==> src/core/uhf_pkg.sv <==
// uhf_pkg: constants shared by the host fifo port core and its fifo.
// assumes a single 20 MHz clock domain.
package uhf_pkg;
  localparam int unsigned FIFO_DEPTH      = 16;
  localparam int unsigned DATA_W          = 8;
  localparam int unsigned CNT_W           = 5;
  // fifo_config_reg field positions
  localparam int unsigned FCFG_FIFO_EN    = 0;
  localparam int unsigned FCFG_DMA_SEL    = 3;
  localparam int unsigned FCFG_TRIG_LO    = 6;
  localparam int unsigned FCFG_TRIG_HI    = 7;
  // receive trigger thresholds
  localparam logic [4:0]  TRIG_00         = 5'h01;
  localparam logic [4:0]  TRIG_01         = 5'h04;
  localparam logic [4:0]  TRIG_10         = 5'h08;
  localparam logic [4:0]  TRIG_11         = 5'h0e;
  // interrupt identification codes
  localparam logic [3:0]  IID_NONE        = 4'h1;
  localparam logic [3:0]  IID_RX_AVAIL    = 4'h4;
  localparam logic [3:0]  IID_TIMEOUT     = 4'hc;
  localparam int unsigned TIMEOUT_CHARS   = 4;
  localparam logic [7:0]  FCFG_RESET      = 8'h00;
  // host strobe spacing: two internal cpu periods plus 15 ns
  localparam real         CPU_CLK_MHZ     = 28.224;
  localparam real         STROBE_EXTRA_NS = 15.0;
  localparam real         CLK_PERIOD_NS   = 50.0;
  localparam int unsigned STROBE_GAP_CYC  = int'($ceil((2.0 * 1000.0 / CPU_CLK_MHZ + STROBE_EXTRA_NS)
                                                        / CLK_PERIOD_NS));
endpackage : uhf_pkg

==> src/core/uhf_core.sv <==
// uhf_core: host side register port of a serial controller with 16-byte fifos.
// assumes host strobes are synchronous one-cycle pulses; serial side is plain ports.
`timescale 1ns/1ps
// Summary of operation
// - receive and transmit fifos, sixteen bytes each, between host and serial side
// - fifo enable bit makes both fifos active
// - dma mode select bit chooses dma servicing while fifos enabled
// - fifos disabled: one holding byte per direction, no queuing
// - receive buffer read returns oldest received character
// - transmit buffer write queues one character for sending
// - data ready flag set while receive fifo holds any character
// - identification code 4h while receive count at or above trigger
// - host interrupt follows receive count against trigger level, or the receive timeout
// - timeout code ch after four idle character times with data present
// - level and timeout interrupts only with fifos and receive enable on
module uhf_core #(
  parameter int unsigned CHAR_CYC = 200
) (
  input  wire logic        clk_in,
  input  wire logic        rst_n_in,
  input  wire logic        fifo_cfg_wr_in,
  input  wire logic [7:0]  fifo_cfg_data_in,
  input  wire logic        rx_avail_int_enable_in,
  input  wire logic        rx_read_in,
  input  wire logic        write_strobe_in,
  input  wire logic [7:0]  tx_wr_data_in,
  input  wire logic [7:0]  ser_rx_data_in,
  input  wire logic        ser_rx_valid_in,
  input  wire logic        ser_tx_ready_in,
  output logic [7:0]       rx_data_out,
  output logic             rx_data_ready_flag_out,
  output logic [7:0]       interrupt_ident_out,
  output logic             host_interrupt_out,
  output logic             dma_mode_out,
  output logic             tx_full_out,
  output logic [7:0]       ser_tx_data_out,
  output logic             ser_tx_valid_out,
  output logic             ser_rx_ready_out
);
  localparam int unsigned TO_CYC = uhf_pkg::TIMEOUT_CHARS * CHAR_CYC;
  localparam int unsigned TO_W   = $clog2(TO_CYC + 1);

  logic [7:0]      fcfg_q, fcfg_d;
  logic            fifo_en;
  logic [4:0]      trig;
  logic [4:0]      rx_cnt, tx_cnt;
  logic [4:0]      rx_lim, tx_lim;
  logic [7:0]      rxf_data, txf_data;
  logic            rxf_valid, rxf_wready, txf_valid, txf_wready;
  logic            rx_pop, tx_push, rx_push, flush;
  logic [TO_W-1:0] to_q, to_d;
  logic            to_flag_q, to_flag_d;
  logic [7:0]      rdat_q, rdat_d, iid_q, iid_d, txd_q, txd_d;
  logic            rdy_q, rdy_d, int_q, int_d, dma_q, dma_d, full_q, full_d;
  logic            txv_q, txv_d, rxr_q, rxr_d;
  logic            lvl_hit, int_on;
  logic [3:0]      iid_code;

  assign fifo_en = fcfg_q[uhf_pkg::FCFG_FIFO_EN];
  // without fifos each direction holds a single byte, as the older part did
  assign rx_lim  = fifo_en ? 5'(uhf_pkg::FIFO_DEPTH) : 5'h01;
  assign tx_lim  = rx_lim;
  assign rx_push = ser_rx_valid_in && rxr_q && rxf_wready;
  assign rx_pop  = rx_read_in && rxf_valid;
  assign tx_push = write_strobe_in && (tx_cnt < tx_lim) && txf_wready;
  // toggling fifo enable empties both fifos; a byte already in the tx holding register is still offered and sent
  assign flush   = fifo_cfg_wr_in && (fifo_cfg_data_in[uhf_pkg::FCFG_FIFO_EN] != fifo_en);

  always_comb
  begin
    case (fcfg_q[uhf_pkg::FCFG_TRIG_HI:uhf_pkg::FCFG_TRIG_LO])
      2'b00:   trig = uhf_pkg::TRIG_00;
      2'b01:   trig = uhf_pkg::TRIG_01;
      2'b10:   trig = uhf_pkg::TRIG_10;
      2'b11:   trig = uhf_pkg::TRIG_11;
      default: trig = uhf_pkg::TRIG_00;
    endcase
  end

  uhf_fifo #(.WIDTH(uhf_pkg::DATA_W), .DEPTH(uhf_pkg::FIFO_DEPTH)) u_rx_fifo (
    .clk_in       (clk_in),
    .rst_n_in     (rst_n_in),
    .flush_in     (flush),
    .wr_data_in   (ser_rx_data_in),
    .wr_valid_in  (rx_push),
    .wr_ready_out (rxf_wready),
    .rd_data_out  (rxf_data),
    .rd_valid_out (rxf_valid),
    .rd_ready_in  (rx_read_in),
    .count_out    (rx_cnt)
  );

  uhf_fifo #(.WIDTH(uhf_pkg::DATA_W), .DEPTH(uhf_pkg::FIFO_DEPTH)) u_tx_fifo (
    .clk_in       (clk_in),
    .rst_n_in     (rst_n_in),
    .flush_in     (flush),
    .wr_data_in   (tx_wr_data_in),
    .wr_valid_in  (tx_push),
    .wr_ready_out (txf_wready),
    .rd_data_out  (txf_data),
    .rd_valid_out (txf_valid),
    .rd_ready_in  (ser_tx_ready_in && txv_q),
    .count_out    (tx_cnt)
  );

  assign int_on  = fifo_en && rx_avail_int_enable_in;
  // a flush empties the fifo this cycle, so its old count must not raise the level
  assign lvl_hit = int_on && !flush && (rx_cnt >= trig);

  always_comb
  begin
    fcfg_d = fifo_cfg_wr_in ? fifo_cfg_data_in : fcfg_q;
    // timer restarts on each arrival or host read, runs only while data waits
    if (flush || rx_push || rx_pop || !rxf_valid)
      to_d = '0;
    else if (to_q != TO_W'(TO_CYC))
      to_d = to_q + TO_W'(1);
    else
      to_d = to_q;
    to_flag_d = int_on && rxf_valid && (to_d == TO_W'(TO_CYC));
    if (lvl_hit)
      iid_code = uhf_pkg::IID_RX_AVAIL;
    else if (to_flag_d)
      iid_code = uhf_pkg::IID_TIMEOUT;
    else
      iid_code = uhf_pkg::IID_NONE;
    iid_d  = {{2{fcfg_d[uhf_pkg::FCFG_FIFO_EN]}}, 2'b00, iid_code};
    int_d  = lvl_hit || to_flag_d;
    rdy_d  = (rx_cnt + 5'(rx_push) - 5'(rx_pop)) != 5'h00;
    rdat_d = rx_pop ? rxf_data : rdat_q;
    dma_d  = fcfg_d[uhf_pkg::FCFG_FIFO_EN] && fcfg_d[uhf_pkg::FCFG_DMA_SEL];
    full_d = (tx_cnt + 5'(tx_push)) >= tx_lim;
    rxr_d  = (rx_cnt + 5'(rx_push)) < rx_lim;
    // a fifo enable change empties both fifos, so the data ready, tx full and rx ready flags restart; the tx holding register keeps its byte
    if (flush)
    begin
      rdy_d  = 1'b0;
      full_d = 1'b0;
      rxr_d  = 1'b1;
    end
    txv_d  = txv_q;
    txd_d  = txd_q;
    if (txv_q && ser_tx_ready_in)
      txv_d = 1'b0;
    else if (!txv_q && txf_valid)
    begin
      txv_d = 1'b1;
      txd_d = txf_data;
    end
  end

  always_ff @(posedge clk_in or negedge rst_n_in)
  begin
    if (!rst_n_in)
    begin
      fcfg_q    <= uhf_pkg::FCFG_RESET;
      to_q      <= '0;
      to_flag_q <= 1'b0;
      rdat_q    <= 8'h00;
      iid_q     <= {4'h0, uhf_pkg::IID_NONE};
      int_q     <= 1'b0;
      rdy_q     <= 1'b0;
      dma_q     <= 1'b0;
      full_q    <= 1'b0;
      rxr_q     <= 1'b0;
      txv_q     <= 1'b0;
      txd_q     <= 8'h00;
    end
    else
    begin
      fcfg_q    <= fcfg_d;
      to_q      <= to_d;
      to_flag_q <= to_flag_d;
      rdat_q    <= rdat_d;
      iid_q     <= iid_d;
      int_q     <= int_d;
      rdy_q     <= rdy_d;
      dma_q     <= dma_d;
      full_q    <= full_d;
      rxr_q     <= rxr_d;
      txv_q     <= txv_d;
      txd_q     <= txd_d;
    end
  end

  // the holding register mirrors the tx fifo head; the head is popped only when the serial side takes it
  assign rx_data_out            = rdat_q;
  assign rx_data_ready_flag_out = rdy_q;
  assign interrupt_ident_out    = iid_q;
  assign host_interrupt_out     = int_q;
  assign dma_mode_out           = dma_q;
  assign tx_full_out            = full_q;
  assign ser_tx_data_out        = txd_q;
  assign ser_tx_valid_out       = txv_q;
  assign ser_rx_ready_out       = rxr_q;

  property p_rdy_tracks;
    @(posedge clk_in) disable iff (!rst_n_in) ##1 !$past(flush) |-> rdy_q == (rx_cnt != 5'h00);
  endproperty
  a_rdy_tracks: assert property (p_rdy_tracks) else $error("data ready flag wrong");
  property p_level_int;
    @(posedge clk_in) disable iff (!rst_n_in) lvl_hit |=> int_q && iid_q[3:0] == uhf_pkg::IID_RX_AVAIL;
  endproperty
  a_level_int: assert property (p_level_int) else $error("level interrupt missing");
  property p_below_clear;
    @(posedge clk_in) disable iff (!rst_n_in) (rx_cnt < trig) && !to_flag_d |=> iid_q[3:0] != uhf_pkg::IID_RX_AVAIL;
  endproperty
  a_below_clear: assert property (p_below_clear) else $error("level code stuck");
  property p_gate;
    @(posedge clk_in) disable iff (!rst_n_in) !int_on |=> !int_q;
  endproperty
  a_gate: assert property (p_gate) else $error("interrupt without enable");
  property p_timeout;
    @(posedge clk_in) disable iff (!rst_n_in) to_flag_q |-> int_q && rxf_valid;
  endproperty
  a_timeout: assert property (p_timeout) else $error("timeout without data");
  property p_read_clr;
    @(posedge clk_in) disable iff (!rst_n_in) rx_pop |=> !to_flag_q;
  endproperty
  a_read_clr: assert property (p_read_clr) else $error("read did not clear timeout");
  property p_single;
    @(posedge clk_in) disable iff (!rst_n_in) !fifo_en |-> rx_cnt <= 5'h01 && tx_cnt <= 5'h01;
  endproperty
  a_single: assert property (p_single) else $error("queued while fifos off");
  property p_read_data;
    @(posedge clk_in) disable iff (!rst_n_in) rx_pop |=> rdat_q == $past(rxf_data);
  endproperty
  a_read_data: assert property (p_read_data) else $error("read data wrong");
  property p_dma;
    @(posedge clk_in) disable iff (!rst_n_in) dma_q |-> fifo_en;
  endproperty
  a_dma: assert property (p_dma) else $error("dma without fifos");
  c_timeout: cover property (@(posedge clk_in) to_flag_q);
  c_full:    cover property (@(posedge clk_in) rx_cnt == 5'h10);
  c_trig14:  cover property (@(posedge clk_in) lvl_hit && trig == uhf_pkg::TRIG_11);
endmodule : uhf_core

==> src/core/uhf_fifo.sv <==
// uhf_fifo: synchronous fifo with valid/ready on both sides.
// assumes single clock, asynchronous active low reset.
`timescale 1ns/1ps
module uhf_fifo #(
  parameter int unsigned WIDTH = 8,
  parameter int unsigned DEPTH = 16
) (
  input  wire logic                     clk_in,
  input  wire logic                     rst_n_in,
  input  wire logic                     flush_in,
  input  wire logic [WIDTH-1:0]         wr_data_in,
  input  wire logic                     wr_valid_in,
  output logic                          wr_ready_out,
  output logic [WIDTH-1:0]              rd_data_out,
  output logic                          rd_valid_out,
  input  wire logic                     rd_ready_in,
  output logic [$clog2(DEPTH):0]        count_out
);
  localparam int unsigned AW = $clog2(DEPTH);
  logic [WIDTH-1:0] mem_q [DEPTH];
  logic [AW-1:0]    wp_q, wp_d, rp_q, rp_d;
  logic [AW:0]      cnt_q, cnt_d;
  logic             push, pop;

  assign wr_ready_out = (cnt_q != (AW+1)'(DEPTH));
  assign rd_valid_out = (cnt_q != '0);
  assign rd_data_out  = mem_q[rp_q];
  assign count_out    = cnt_q;
  assign push         = wr_valid_in && wr_ready_out;
  assign pop          = rd_valid_out && rd_ready_in;

  always_comb
  begin
    wp_d  = wp_q;
    rp_d  = rp_q;
    cnt_d = cnt_q;
    if (flush_in)
    begin
      wp_d  = '0;
      rp_d  = '0;
      cnt_d = '0;
    end
    else
    begin
      if (push)
        wp_d = (wp_q == AW'(DEPTH - 1)) ? '0 : wp_q + AW'(1);
      if (pop)
        rp_d = (rp_q == AW'(DEPTH - 1)) ? '0 : rp_q + AW'(1);
      cnt_d = cnt_q + (AW+1)'(push) - (AW+1)'(pop);
    end
  end

  always_ff @(posedge clk_in or negedge rst_n_in)
  begin
    if (!rst_n_in)
    begin
      wp_q  <= '0;
      rp_q  <= '0;
      cnt_q <= '0;
    end
    else
    begin
      wp_q  <= wp_d;
      rp_q  <= rp_d;
      cnt_q <= cnt_d;
    end
  end

  // storage has no reset; only pointers and count need a defined value
  always_ff @(posedge clk_in)
  begin
    if (push && !flush_in)
      mem_q[wp_q] <= wr_data_in;
  end

  property p_no_overfill;
    @(posedge clk_in) disable iff (!rst_n_in) cnt_q <= (AW+1)'(DEPTH);
  endproperty
  a_no_overfill: assert property (p_no_overfill) else $error("fifo count above depth");
endmodule : uhf_fifo

==> config.mk <==
export PLATFORM = sky130hd
export DESIGN_NAME = uhf_core
export DESIGN_NICKNAME = d
export VERILOG_FILES = /design/src/core/uhf_pkg.sv /design/src/core/uhf_core.sv /design/src/core/uhf_fifo.sv
export SDC_FILE = /design/constraint.sdc
export NUM_CORES = 1
export LEC_CHECK = 0
export ABC_CLOCK_PERIOD_IN_PS = 4580
export BUFFER_PORTS_ARGS = -buffer_cell sky130_fd_sc_hd__buf_4
export CAP_MARGIN = 20
export CORE_AREA = 5 5 152 154
export CTS_CLUSTER_SIZE = 10
export DETAILED_ROUTE_END_ITERATION = 10
export DIE_AREA = 0 0 157 159
export PLACE_DENSITY = 0.86
export SYNTH_ARGS = -nofsm -noshare
export SYNTH_HDL_FRONTEND = slang
export SYNTH_SLANG_ARGS = --single-unit
export TNS_END_PERCENT = 30
==> constraint.sdc <==
create_clock -name clk_in -period 4.58 [get_ports clk_in]
set_input_delay 0.916 -clock clk_in [delete_from_list [all_inputs] [get_ports clk_in]]
set_output_delay 0.916 -clock clk_in [all_outputs]
set_load 0.03 [all_outputs]
Yosys cells after proc, flatten, opt, wreduce, memory -nomap -nowiden
Memory sizes are Yosys's and may differ from the RTL's. A register that Yosys moved wholly into a read port is not among the register bits.
Index checks and enable logic that the tools add are counted.
Storage, ports and cells
  logic and storage cells: 115
  memories: 2
  register bits after elaboration: 55
  memory bits (writable): 256
  bits of input ports: 32
Memory list
  u_rx_fifo.mem_q: depth 16, bits a word 8, read ports 1, clocked after Yosys merged registers in 1, write ports 1, line uhf_fifo.sv:20  | logic [WIDTH-1:0] mem_q [DEPTH];
  u_tx_fifo.mem_q: depth 16, bits a word 8, read ports 1, clocked after Yosys merged registers in 1, write ports 1, line uhf_fifo.sv:20
Cells by class
  add/sub/neg operators: 12
  equality and inequality tests: 12
  magnitude comparators: 4
  bitwise gates (word level): 1
  reductions and logical operators: 38
  multiplexer cells: 30
Operator list (number)
  two-way mux 4 bit: 15
  adder 5 x 1 -> 5 bit: 4
  two-way mux 10 bit: 2
  one-hot mux 5 bit (4 select lines): 1
  logical AND 1 bit: 19
  adder 4 x 1 -> 4 bit, second input constant: 4
  equality test 4 bit, second input constant: 4
  two-way mux 5 bit: 3
  nonzero test 5 bit: 3
  subtractor 5 x 1 -> 5 bit: 3
  adder 10 x 1 -> 10 bit, second input constant: 1
  equality test 10 bit, second input constant: 1
  greater-or-equal comparator 5 bit: 2
  < comparator 5 bit: 2
  inequality test 10 bit, second input constant: 1
  inequality test 5 bit, second input constant: 2
  nonzero test 2 bit: 5
  two-way mux 1 bit: 9
  logical NOT 1 bit: 5
  equality test 2 bit, second input constant: 2
  logical OR 1 bit: 4
  equality test 2 x 1 -> 1 bit, second input constant: 1
  logical NOT 2 bit: 1
  AND reduction 2 bit: 1
  2 further kinds: 2

Logic depth before layout (Yosys ltp)
Gate-level depths: netlist of the first run.
  depth after elaboration: 10
  gate-level depth with buffers: 13

Hierarchy
A second synthesis of the first run with hierarchy kept.
Second synthesis, totals
  cell total of the unflattened synthesis: 857
  area total of the unflattened synthesis: 13843.3 um2
By module, submodules not included
  uhf_fifo at u_tx_fifo: area each 5879.4 um2, times used 1, cells each 322, sequential area each 4169.0 um2
  uhf_fifo at u_rx_fifo: area each 5874.4 um2, times used 1, cells each 340, sequential area each 4169.0 um2
  uhf_core: area each 2089.5 um2, times used 1, cells each 195, sequential area each 977.2 um2

Least setup slack after synthesis of the first run
Ideal clock, no wire load.
  kind: register to register
  start point: register u_rx_fifo.cnt_q[2] (netlist: u_rx_fifo.count_out[2])
  end point: register u_rx_fifo.cnt_q[4] (netlist: u_rx_fifo.count_out[4])
  required time: 4.502 ns
  slack: 1.726 ns
  setup time: 0.078 ns
  stages on the path, launching flop included: 14
  arrival time: 2.776 ns
  cell sequence: dfrtp_1 -> inv_1 -> ha_1 -> nor4b_1 -> nand2b_1 -> inv_1 -> ha_1 -> inv_1 -> ha_1 -> fa_1 -> a21oi_1 -> nor2_1 -> or3_1 -> a21oi_1
RTL lines
  from (decl): line uhf_fifo.sv:22  | logic [AW:0] cnt_q, cnt_d;
  from (signal assigned): line uhf_fifo.sv:65  | cnt_q <= cnt_d;
  nonzero test 5 bit: line uhf_fifo.sv:26  | assign rd_valid_out = (cnt_q != '0);
  logical AND 1 bit
  net rx_pop: line uhf_core.sv:50  | logic rx_pop, tx_push, rx_push, flush;
  subtractor 5 x 1 -> 5 bit: line uhf_fifo.sv:49  | cnt_d = cnt_q + (AW+1)'(push) - (AW+1)'(pop);
  two-way mux 5 bit: line uhf_fifo.sv:37  | if (flush_in)
  net u_rx_fifo.cnt_d[4]: line uhf_fifo.sv:22
The timed path passes the listed nets, and every way through them passes these cells.
A chain may end at the register's enable or synchronous reset.

Worst setup path after layout of the first run
Ends and elaborated chain as after synthesis.

==> impl_metrics.py, run 1 <==
metrics = {
    "clock_tree": {
        "cts_resized": 0,
        "cts_max_level": 2,
        "hold_buffers": 0,
        "post_cts_buffers": 0,
        "cts_max_path_buffers": 3,
        "path_clk_slew_ps": 60,
        "numCtsBuffers": 38,
        "cts-root-buf": "clkbuf_16",
        "clock-sinks": 321,
        "insertion_delay_ps": 530,
        "cts_tree": "done",
    },
    "synthesis": {
        "synth_top_family_by_area": "multiplexers",
        "synth_xor_xnor_area_share_pct": 1.66,
        "synth-compound-area-share_pct": 3.63,
        "ys_types": 57,
        "synthArstFlopShare_pct": 20.2,
        "yosys_warnings": 0,
        "synth_edf_count": 256,
        "synth_area_um2": 13700,
        "synth_seq_cells": 321,
        "ys_seq_area_share_pct": 67.8,
        "syn_inst": 828,
        "postSynthAreaPerCell_um2": 16.6,
        "synth_fa_ha_area_share_pct": 4.21,
        "synth-simple-area-share_pct": 6.87,
        "synth.area.mux_share_pct": 13.6,
        "synth_flop_cell": "edfxtp_1",
    },
    "die": {
        "die_w_um": 157,
        "rows": 54,
        "core_um2": 21600,
        "io-pin-count": 62,
        "die_area_um2": 25000,
        "initial_utilization_pct": 63.8,
        "die_h_um": 159,
    },
    "status": {
        "outcome": "finished, final reports clean",
    },
    "critical_path": {
        "worstRegToRegCells": 13,
        "end_kind": "register",
        "crit_type": "reg2reg",
        "cp-start-kind": "register",
        "cp_data_arrival_time_ps": 4180,
        "cp_data_required_time_ps": 5020,
        "crit_fanout": 12,
    },
    "timing": {
        "skew_ps": 15.1,
        "setup_violations": 0,
        "setup_slack_ps": 842,
        "tightest_slew_ps": 1030,
        "fin_setup_tns_ps": 0,
        "period_needed_ps": 3740,
        "fin_crit_sh_pct": 81.6,
        "finalMaxSlewViolations": 0,
        "fmax_ghz": 0.268,
        "hold_viol": 0,
        "slew_headroom_pct": 31.0,
        "rsz0062_at_grt": "no",
    },
    "layout": {
        "final_cells": 1204,
        "drive_above_1_share_pct": 21.4,
        "antenna_cells": 0,
        "fin_nets": 971,
        "area_delta_synth_final_pct": 13.1,
        "fillers": 1245,
    },
    "place": {
        "dp.cells": 1133,
        "io_buffers": 54,
        "dp_slack_ps": 845,
        "dpl.hpwl_um": 16700,
        "gp_congestion": 0.777,
    },
    "grt": {
        "grt_usage_pct": 22.7,
        "grt_antenna_before_repair": 0,
        "grt_max_degree": 66,
        "grt_overflow": 0,
        "grt_pass1_vias": 7737,
        "grt_pass1_wl_um": 43600,
    },
    "power_and_ir_drop": {
        "pwr_density_cell_nw_per_um2": 567,
        "ir_drop_mv": 0.475,
        "leakage_nw": 5.50,
    },
    "route": {
        "drtIter0Drc": 676,
        "via_per_inst": 6.25,
        "first_pass_iters": 5,
        "vias": 7519,
        "drc": 0,
        "ant_nets": 0,
        "wire_per_inst_um": 23.1,
        "wl_um": 27800,
    },
    "flow_run": {
        "maxCapViolations": 0,
    },
    "hold_path": {
        "min_path_type": "in2async",
    },
}
Yosys cell counts (3+ instances only):
library cell,n,area share [%]
o21ai_0,22,0.80
clkbuf_1,21,0.57
nor3_1,17,0.62
mux4_2,64,10
inv_1,29,0.79
dfrtp_1,64,12
nor2_1,66,1.8
and2_1,22,1.0
and2b_2,3,0.19
buf_2,9,0.33
buf_1,4,0.11
nand2b_1,7,0.32
a21oi_1,29,1.1
mux2i_1,32,2.3
ha_1,43,3.9
nand4_1,3,0.14
nand2_1,33,0.90
nand3_1,8,0.29
xnor2_1,13,0.83
edfxtp_1,256,56
xor2_1,13,0.83
mux2_2,9,0.74
a31oi_1,4,0.18
or3_1,5,0.23
a221o_1,8,0.58
buf_4,5,0.27
path summary, 6_finish.rpt:
path | startpoint | endpoint | slack [ps]
hold reg to reg | ser_tx_data_out[2] | ser_tx_data_out[2] | 510
setup reg to reg | u_rx_fifo.count_out[2] | u_rx_fifo.count_out[4] | 840
max in group asynchronous | rst_n_in | u_rx_fifo.rp_q[0] | 3480
setup / recovery | u_rx_fifo.count_out[2] | u_rx_fifo.count_out[4] | 840
min in group clk_in | ser_tx_data_out[2] | ser_tx_data_out[2] | 510
hold / removal | rst_n_in | u_rx_fifo.count_out[3] | 500
worst max-delay path, cell delays in order, from the launching register on:
cell      delay, ps
dfrtp_1         450
inv_1           110
ha_1            190
nor4b_1         420
nand2b_1        530
inv_1           270
ha_1            340
inv_1            40
ha_1            220
fa_1            410
a21oi_1         140
nor2_1           60
or3_1           340
a21oi_1         150
final cells by class:
type / count / area (µm²) / area share [%]
multi-input combinational: 439 / 4120 / 26.5
sequential: 321 / 9320 / 60.0
timing repair buffer: 65 / 508 / 3.27
tap: 280 / 350 / 2.25
inverter: 29 / 109 / 0.701
clock buffer: 67 / 1090 / 7.02
clock inverter: 3 / 37.5 / 0.242
flip-flops by register name, summed over array words and instances (netlist names), 3 cells and up:
signal               flops
u_rx_fifo.rp_q           4
u_tx_fifo.wp_q           4
rx_data_out              8
u_rx_fifo.mem_q        128
u_tx_fifo.count_out      5
interrupt_ident_out      3
ser_tx_data_out          8
to_q                    10
fcfg_q                   4
u_tx_fifo.rp_q           4
u_rx_fifo.wp_q           4
u_rx_fifo.count_out      5
u_tx_fifo.mem_q        128
kinds of logic (layout without fill, tap and decap cells):
logic type,Yosys count,after routing
adder cells (fa/ha/maj),45,45
other,1,3
buffers and inverters,70,164
AND/OR/NAND/NOR,185,185
AO/OA/AOI/OAI,75,75
multiplexers,105,105
flip-flops,321,321
XOR/XNOR,26,26
power by group:
part / leakage (nW) / total [mW] / internal (mW) / switching, mW
registers: 3.13 / 3.73 / 3.41 / 0.321
logic: 1.83 / 2.34 / 1.09 / 1.25
clock network: 0.537 / 2.73 / 1.61 / 1.11
layer usage:
| layer | share of wire [%] | global-route usage, % | up-vias |
|---|---|---|---|
| li1 | - | - | 3292 |
| met1 | 40 | 31.8 | 3848 |
| met2 | 51 | 36.9 | 316 |
| met3 | 7.2 | 4.76 | 63 |
| met4 | 2.3 | 6.07 | 0 |
| met5 | 0 | 0 | - |
stage by stage:
| step | utilization [%] | power, mW | hold WS, ps | instance area (µm²) |
|---|---|---|---|---|
| CTS | 72.0 | 8.84 | 518 | 15500 |
| global route | 72.1 | 9.26 | 530 | 15500 |
| detailed placement | 66.7 | 6.08 | 506 | 14400 |
| floorplan | - | 5.41 | 466 | 13700 |
| global placement | 66.7 | 5.99 | 498 | 14400 |
| finish | 72.1 | 8.80 | 499 | 15500 |
placed cells by master (no fill, tap or decap), types with 3 or more instances in the layout:
| cell type | n |
|---|---|
| a21oi_1 | 29 |
| a221o_1 | 8 |
| a31oi_1 | 4 |
| and2_1 | 22 |
| and2b_2 | 3 |
| buf_4 | 64 |
| clkbuf_1 | 27 |
| clkbuf_16 | 39 |
| conb_1 | 3 |
| dfrtp_1 | 62 |
| edfxtp_1 | 256 |
| ha_1 | 43 |
| inv_1 | 29 |
| mux2_2 | 9 |
| mux2i_1 | 32 |
| mux4_2 | 64 |
| nand2_1 | 33 |
| nand2b_1 | 7 |
| nand3_1 | 8 |
| nand4_1 | 3 |
| nor2_1 | 66 |
| nor3_1 | 17 |
| o21ai_0 | 22 |
| or3_1 | 5 |
| xnor2_1 | 13 |
| xor2_1 | 13 |
(Power assumes the default switching activity.)
==> run 2: changes to the inputs <==
--- a/config.mk
+++ b/config.mk
@@ -5,14 +5,15 @@
 export SDC_FILE = /design/constraint.sdc
 export NUM_CORES = 1
 export LEC_CHECK = 0
-export ABC_CLOCK_PERIOD_IN_PS = 4580
+export ABC_AREA = 1
+export ABC_CLOCK_PERIOD_IN_PS = 3200
 export BUFFER_PORTS_ARGS = -buffer_cell sky130_fd_sc_hd__buf_4
 export CAP_MARGIN = 20
-export CORE_AREA = 5 5 152 154
+export CORE_AREA = 5 5 165 167
 export CTS_CLUSTER_SIZE = 10
 export DETAILED_ROUTE_END_ITERATION = 10
-export DIE_AREA = 0 0 157 159
-export PLACE_DENSITY = 0.86
+export DIE_AREA = 0 0 170 172
+export PLACE_DENSITY = 0.79
 export SYNTH_ARGS = -nofsm -noshare
 export SYNTH_HDL_FRONTEND = slang
 export SYNTH_SLANG_ARGS = --single-unit
==> constraint.sdc (replaced) <==
create_clock -name clk_in -period 3.2 [get_ports clk_in]
set_input_delay 0.64 -clock clk_in [delete_from_list [all_inputs] [get_ports clk_in]]
set_output_delay 0.64 -clock clk_in [all_outputs]
set_load 0.03 [all_outputs]
==> impl_metrics.py, run 2 <==
metrics = {
    "clock_tree": {
        "numCtsBuffers": 38,
        "cts-root-buf": "clkbuf_16",
        "insertion_delay_ps": 520,
        "cts_tree": "done",
        "path_clk_slew_ps": 50,
        "cts_max_level": 2,
        "cts_max_path_buffers": 3,
        "clock-sinks": 321,
        "post_cts_buffers": 0,
        "cts_resized": 0,
        "hold_buffers": 0,
    },
    "route": {
        "vias": 9439,
        "wire_per_inst_um": 18.5,
        "via_per_inst": 5.73,
        "wl_um": 30500,
        "drtIter0Drc": 800,
        "ant_nets": 0,
        "drc": 0,
        "first_pass_iters": 7,
    },
    "timing": {
        "hold_viol": 0,
        "slew_headroom_pct": 39.4,
        "hold_ws_ps": 250,
        "setup_violations": 0,
        "finalMaxSlewViolations": 0,
        "skew_ps": 24.2,
        "period_needed_ps": 2720,
        "tightest_slew_ps": 909,
        "rsz0062_at_grt": "no",
        "fmax_ghz": 0.368,
        "fin_setup_tns_ps": 0,
        "fin_crit_sh_pct": 85.0,
    },
    "layout": {
        "layout_commonest_cell": "edfxtp_1",
        "fin_util_pct": 62.3,
        "layout_common_cells": "edfxtp_1, nor2_1, o21ai_0, nand2_1, buf_4",
        "top_regs": "u_rx_fifo.mem_q (128), u_tx_fifo.mem_q (128), to_q (10)",
        "stdcell_area_um2": 15900,
        "antenna_cells": 0,
        "fillers": 1886,
        "area_delta_synth_final_pct": 14.8,
        "drive_above_1_share_pct": 12.7,
        "fin_nets": 1362,
    },
    "place": {
        "dpl.hpwl_um": 19200,
        "gp_congestion": 0.838,
        "dpl_cell_area_um2": 14800,
        "io_buffers": 54,
    },
    "critical_path": {
        "cp_num_buf_inv": 3,
        "crit_type": "reg2reg",
        "cp_data_required_time_ps": 3610,
        "worstRegToRegCells": 14,
        "worstReg2RegStart": "u_tx_fifo.count_out[2]",
        "crit_family": "adder cells",
        "crit_fanout": 5,
        "cpMaxStageDelayCell": "dfrtp_1",
        "cp-start-kind": "register",
        "worstSetupPathDepth": 14,
        "end_kind": "register",
        "critical_path.startpoint": "u_tx_fifo.count_out[2]",
        "path_cells": "inv_1, ha_1, nand4_1, nand2_1, inv_1, ha_1, inv_1, ha_1, fa_1, nand2_1, a21oi_1, nor2_1, xor2_1, nor2_1",
        "cp_data_arrival_time_ps": 3120,
        "cpPeakStageDelay_ps": 440,
    },
    "synthesis": {
        "synth_seq_cells": 321,
        "netlist.area_leader.share_pct": 55.3,
        "syn_inst": 1201,
        "synth_area_leaders": "edfxtp_1, dfrtp_1, nor2_1, o21ai_0, ha_1",
        "synth_top_cell_by_area": "edfxtp_1",
        "synth.top_cells.by_count": "edfxtp_1, nor2_1, o21ai_0",
        "postSynthAreaPerCell_um2": 11.6,
        "ys_types": 47,
        "yosys_warnings": 0,
        "synth_flop_cell": "edfxtp_1",
        "ys_seq_area_share_pct": 67.0,
        "synthArstFlopShare_pct": 20.2,
        "synth_area_um2": 13900,
        "synth_edf_count": 256,
        "yosysMostFrequentCell": "edfxtp_1",
    },
    "power_and_ir_drop": {
        "pwr_density_cell_nw_per_um2": 809,
        "ir_drop_mv": 0.811,
        "leakage_nw": 6.00,
    },
    "hold_path": {
        "min_path_type": "in2async",
    },
    "status": {
        "outcome": "finished, final reports clean",
    },
    "grt": {
        "grt_overflow": 0,
        "grt_pass1_wl_um": 48000,
        "grt_antenna_before_repair": 0,
        "grt_usage_pct": 20.8,
        "grt_pass1_vias": 9279,
        "grt_max_degree": 68,
    },
    "die": {
        "initial_utilization_pct": 54.2,
        "io-pin-count": 62,
        "die_area_um2": 29200,
        "die_h_um": 172,
        "core_um2": 25600,
        "rows": 59,
        "die_w_um": 170,
    },
    "flow_run": {
        "maxCapViolations": 0,
    },
}
[run 2: cell count changes in the layout (fill, tap and decap cells not counted), moves of 24 or more]
cell | previous run | this run
o21ai_0 | 22 | 158
o211ai_1 | 0 | 32
nand2_1 | 33 | 110
mux2i_1 | 32 | 1
o22ai_1 | 0 | 24
mux4_2 | 64 | 0
nor2_1 | 66 | 225
inv_1 | 29 | 72
buf_4 | 64 | 98
[run 2: cells by family (layout without fill, tap and decap cells)]
kind of cell	count (synthesis)	in the layout	share of synthesized area (%)
AOI/OAI and AO/OA	278	278	11.5
xor gates and xnor gates	15	15	0.946
adders and majority gates	45	45	4.16
buffers and inverters	138	247	4.18
DFF	321	321	67.0
muxes	1	1	0.0720
other	1	3	0.0270
and+or+nand+nor	402	402	12.1
[run 2: where the power goes]
| part | switching (mW) | internal [mW] |
|---|---|---|
| logic | 2.58 | 1.31 |
| clock network | 1.56 | 2.32 |
| registers | 0.258 | 4.88 |
| total | 4.40 | 8.50 |
[run 2: path summary, 6_finish.rpt]
path | end | slack, ps
worst max-delay path | u_tx_fifo.count_out[4] | 480
worst min-delay path | to_q[7] | 250
worst max register to register | u_tx_fifo.count_out[4] | 480
worst min register to register | fcfg_q[3] | 470
max in group asynchronous | u_rx_fifo.rp_q[0] | 2300
min in group clk_in | ser_tx_valid_out | 320
[run 2: per-layer routing]
layer	wire (µm)	GRT usage, %	vias up
met3	2410	3.61	70
li1	-	-	4413
met5	0	0	-
met4	868	7.71	0
met1	11700	26.3	4498
met2	15500	36.2	458
[run 2: per-stage QoR]
step / power (mW) / worst slack, ps / instances
floorplan: 7.86 / 467 / 1203
global placement: 8.84 / 574 / 1579
detailed placement: 9.03 / 483 / 1579
CTS: 12.9 / 462 / 1646
global route: 13.7 / 253 / 1647
finish: 12.9 / 481 / 1647
[run 2: area by class of cell]
type	count	area, µm²	area share [%]
repair buffers	100	776	4.86
clock inverters	3	32.5	0.204
well taps	335	419	2.63
clock buffers	64	1090	6.83
flip-flops and latches	321	9320	58.4
inverters	80	308	1.93
multi-input cells	744	4010	25.1
==> run 3: changes to the inputs <==
--- a/config.mk
+++ b/config.mk
@@ -5,15 +5,15 @@
 export SDC_FILE = /design/constraint.sdc
 export NUM_CORES = 1
 export LEC_CHECK = 0
-export ABC_AREA = 1
-export ABC_CLOCK_PERIOD_IN_PS = 3200
+export ABC_AREA = 0
+export ABC_CLOCK_PERIOD_IN_PS = 2610
 export BUFFER_PORTS_ARGS = -buffer_cell sky130_fd_sc_hd__buf_4
 export CAP_MARGIN = 20
-export CORE_AREA = 5 5 165 167
+export CORE_AREA = 5 5 157 159
 export CTS_CLUSTER_SIZE = 10
 export DETAILED_ROUTE_END_ITERATION = 10
-export DIE_AREA = 0 0 170 172
-export PLACE_DENSITY = 0.79
+export DIE_AREA = 0 0 162 164
+export PLACE_DENSITY = 0.82
 export SYNTH_ARGS = -nofsm -noshare
 export SYNTH_HDL_FRONTEND = slang
 export SYNTH_SLANG_ARGS = --single-unit
==> constraint.sdc (replaced) <==
create_clock -name clk_in -period 2.61 [get_ports clk_in]
set_input_delay 0.522 -clock clk_in [delete_from_list [all_inputs] [get_ports clk_in]]
set_output_delay 0.522 -clock clk_in [all_outputs]
set_load 0.03 [all_outputs]
==> impl_metrics.py, run 3 (synthesis gave the netlist of run 1 again) <==
metrics = {
    "grt": {
        "grt_usage_pct": 21.5,
        "grt_pass1_vias": 7861,
        "grt_antenna_before_repair": 0,
        "grt_pass1_wl_um": 43800,
        "grt_overflow": 0,
        "grt_max_degree": 51,
    },
    "route": {
        "wl_um": 27800,
        "wire_per_inst_um": 21.7,
        "wl_met2_um": 14000,
        "drtIter0Drc": 678,
        "met3_length_um": 1730,
        "m1WireLength_um": 11400,
        "first_pass_iters": 5,
        "drc": 0,
        "ant_nets": 0,
        "via_per_inst": 5.92,
        "top_layer_used": "met4",
        "vias": 7561,
    },
    "timing": {
        "hold_viol": 0,
        "tightest_slew_ps": 917,
        "rsz0062_at_grt": "yes",
        "fin_crit_sh_pct": 101,
        "hold_ws_ps": 40.4,
        "fmax_ghz": 0.380,
        "skew_ps": 18.7,
        "slew_headroom_pct": 38.9,
        "period_needed_ps": 2630,
        "setup_slack_ps": -19.3,
        "setup_violations": 1,
        "finalMaxSlewViolations": 0,
    },
    "critical_path": {
        "crit_fanout": 2,
        "cp_data_required_time_ps": 3050,
        "cp_num_buf_inv": 3,
        "critical_path.startpoint": "u_rx_fifo.count_out[2]",
        "cpPeakStageDelay_ps": 390,
        "end_kind": "register",
        "crit_type": "reg2reg",
        "cpMaxStageDelayCell": "dfrtp_1",
        "cp_common_cell": "inv_2",
        "path_cells": "inv_2, ha_4, nor4b_4, nand2b_4, inv_2, ha_1, inv_1, ha_2, fa_2, a21oi_2, nor2_1, or3_1, a21oi_1",
        "cp_data_arrival_time_ps": 3060,
        "worstReg2RegStart": "u_rx_fifo.count_out[2]",
        "crit_family": "adder cells",
        "cp-start-kind": "register",
    },
    "layout": {
        "top_regs": "u_rx_fifo.mem_q (128), u_tx_fifo.mem_q (128), to_q (10)",
        "layout_common_cells": "edfxtp_1, buf_4, nor2_1, mux4_2, dfrtp_1",
        "fin_nets": 1037,
        "drive_above_1_share_pct": 30.0,
        "layout_commonest_cell": "edfxtp_1",
        "antenna_cells": 0,
        "area_delta_synth_final_pct": 18.6,
        "final_cells": 1278,
    },
    "power_and_ir_drop": {
        "switching_share_pct": 30.3,
        "p_sw_mw": 4.83,
        "leakage_nw": 5.88,
        "combPwrFrac_pct": 30.9,
        "clockPowerShare_pct": 29.5,
        "p_int_mw": 11.1,
        "ir_drop_mv": 0.670,
        "pwr_density_cell_nw_per_um2": 978,
        "seq_power_share_pct": 39.6,
    },
    "place": {
        "dpl.hpwl_um": 17600,
        "dp.cells": 1204,
        "gp_congestion": 0.828,
        "io_buffers": 54,
    },
    "die": {
        "die_area_um2": 26600,
        "die_h_um": 164,
        "io-pin-count": 62,
        "initial_utilization_pct": 59.4,
        "core_um2": 23100,
        "rows": 56,
        "die_w_um": 162,
    },
    "clock_tree": {
        "clock-sinks": 321,
        "cts_max_path_buffers": 3,
        "insertion_delay_ps": 520,
        "cts_max_level": 2,
        "cts_tree": "done",
        "cts-root-buf": "clkbuf_16",
        "path_clk_slew_ps": 60,
        "hold_buffers": 0,
        "numCtsBuffers": 38,
    },
    "status": {
        "violations": "negative setup slack",
        "outcome": "complete, but fails checks",
    },
    "hold_path": {
        "min_path_type": "in2async",
    },
    "flow_run": {
        "maxCapViolations": 0,
    },
}
-- run 3: worst paths after layout --
check	endpoint	slack (ps)	cells after the start
hold / removal	host_interrupt_out	40	1
max in group asynchronous	rx_data_out[0]	1940	2
hold reg to reg	fcfg_q[3]	500	1
min in group clk_in	ser_tx_valid_out	190	2
setup reg to reg	u_rx_fifo.count_out[4]	-20	13
setup / recovery	u_rx_fifo.count_out[4]	-20	13
-- run 3: power by group through the flow --
stage               clock, mW  combinational, mW  sequential (mW)
floorplan                   0               2.94             6.64
global route             5.05               5.40             6.35
detailed placement          0               4.70             6.39
global placement            0               4.55             6.37
CTS                      4.80               4.80             6.31
finish                   4.71               4.93             6.31
-- run 3: area by class of cell --
cell class / instances / area (µm²)
clock buffers: 66 / 1080
clock inverters: 2 / 38.8
fillers: 1398 / 6830
inverters: 29 / 109
multi-input cells: 439 / 4280
flip-flops and latches: 321 / 9320
well taps: 290 / 363
repair buffers: 131 / 1110
-- run 3: routing by layer --
metal | track usage, % | vias to the layer above
met4 | 6.11 | 0
met1 | 29.8 | 3817
li1 | - | 3422
met3 | 3.39 | 57
met2 | 36.3 | 265
met5 | 0 | -
-- run 3: through the flow --
stage / total power, mW / setup TNS [ps] / setup slack (ps) / util, % / area (µm²)
floorplan: 9.58 / -39.4 / -26.6 / - / 13800
global placement: 10.9 / 0 / 33.7 / 65.1 / 15100
detailed placement: 11.1 / -289 / -200 / 65.1 / 15100
CTS: 15.9 / -38.0 / -38.0 / 70.1 / 16200
global route: 16.8 / -2610 / -112 / 70.5 / 16300
finish: 15.9 / -19.3 / -19.3 / 70.5 / 16300
-- run 3: timing repair --
item	CTS	global route
setup buffers	2	7
resized for setup	10	23
endpoints found under the setup margin	57	131
pin swaps	2	13
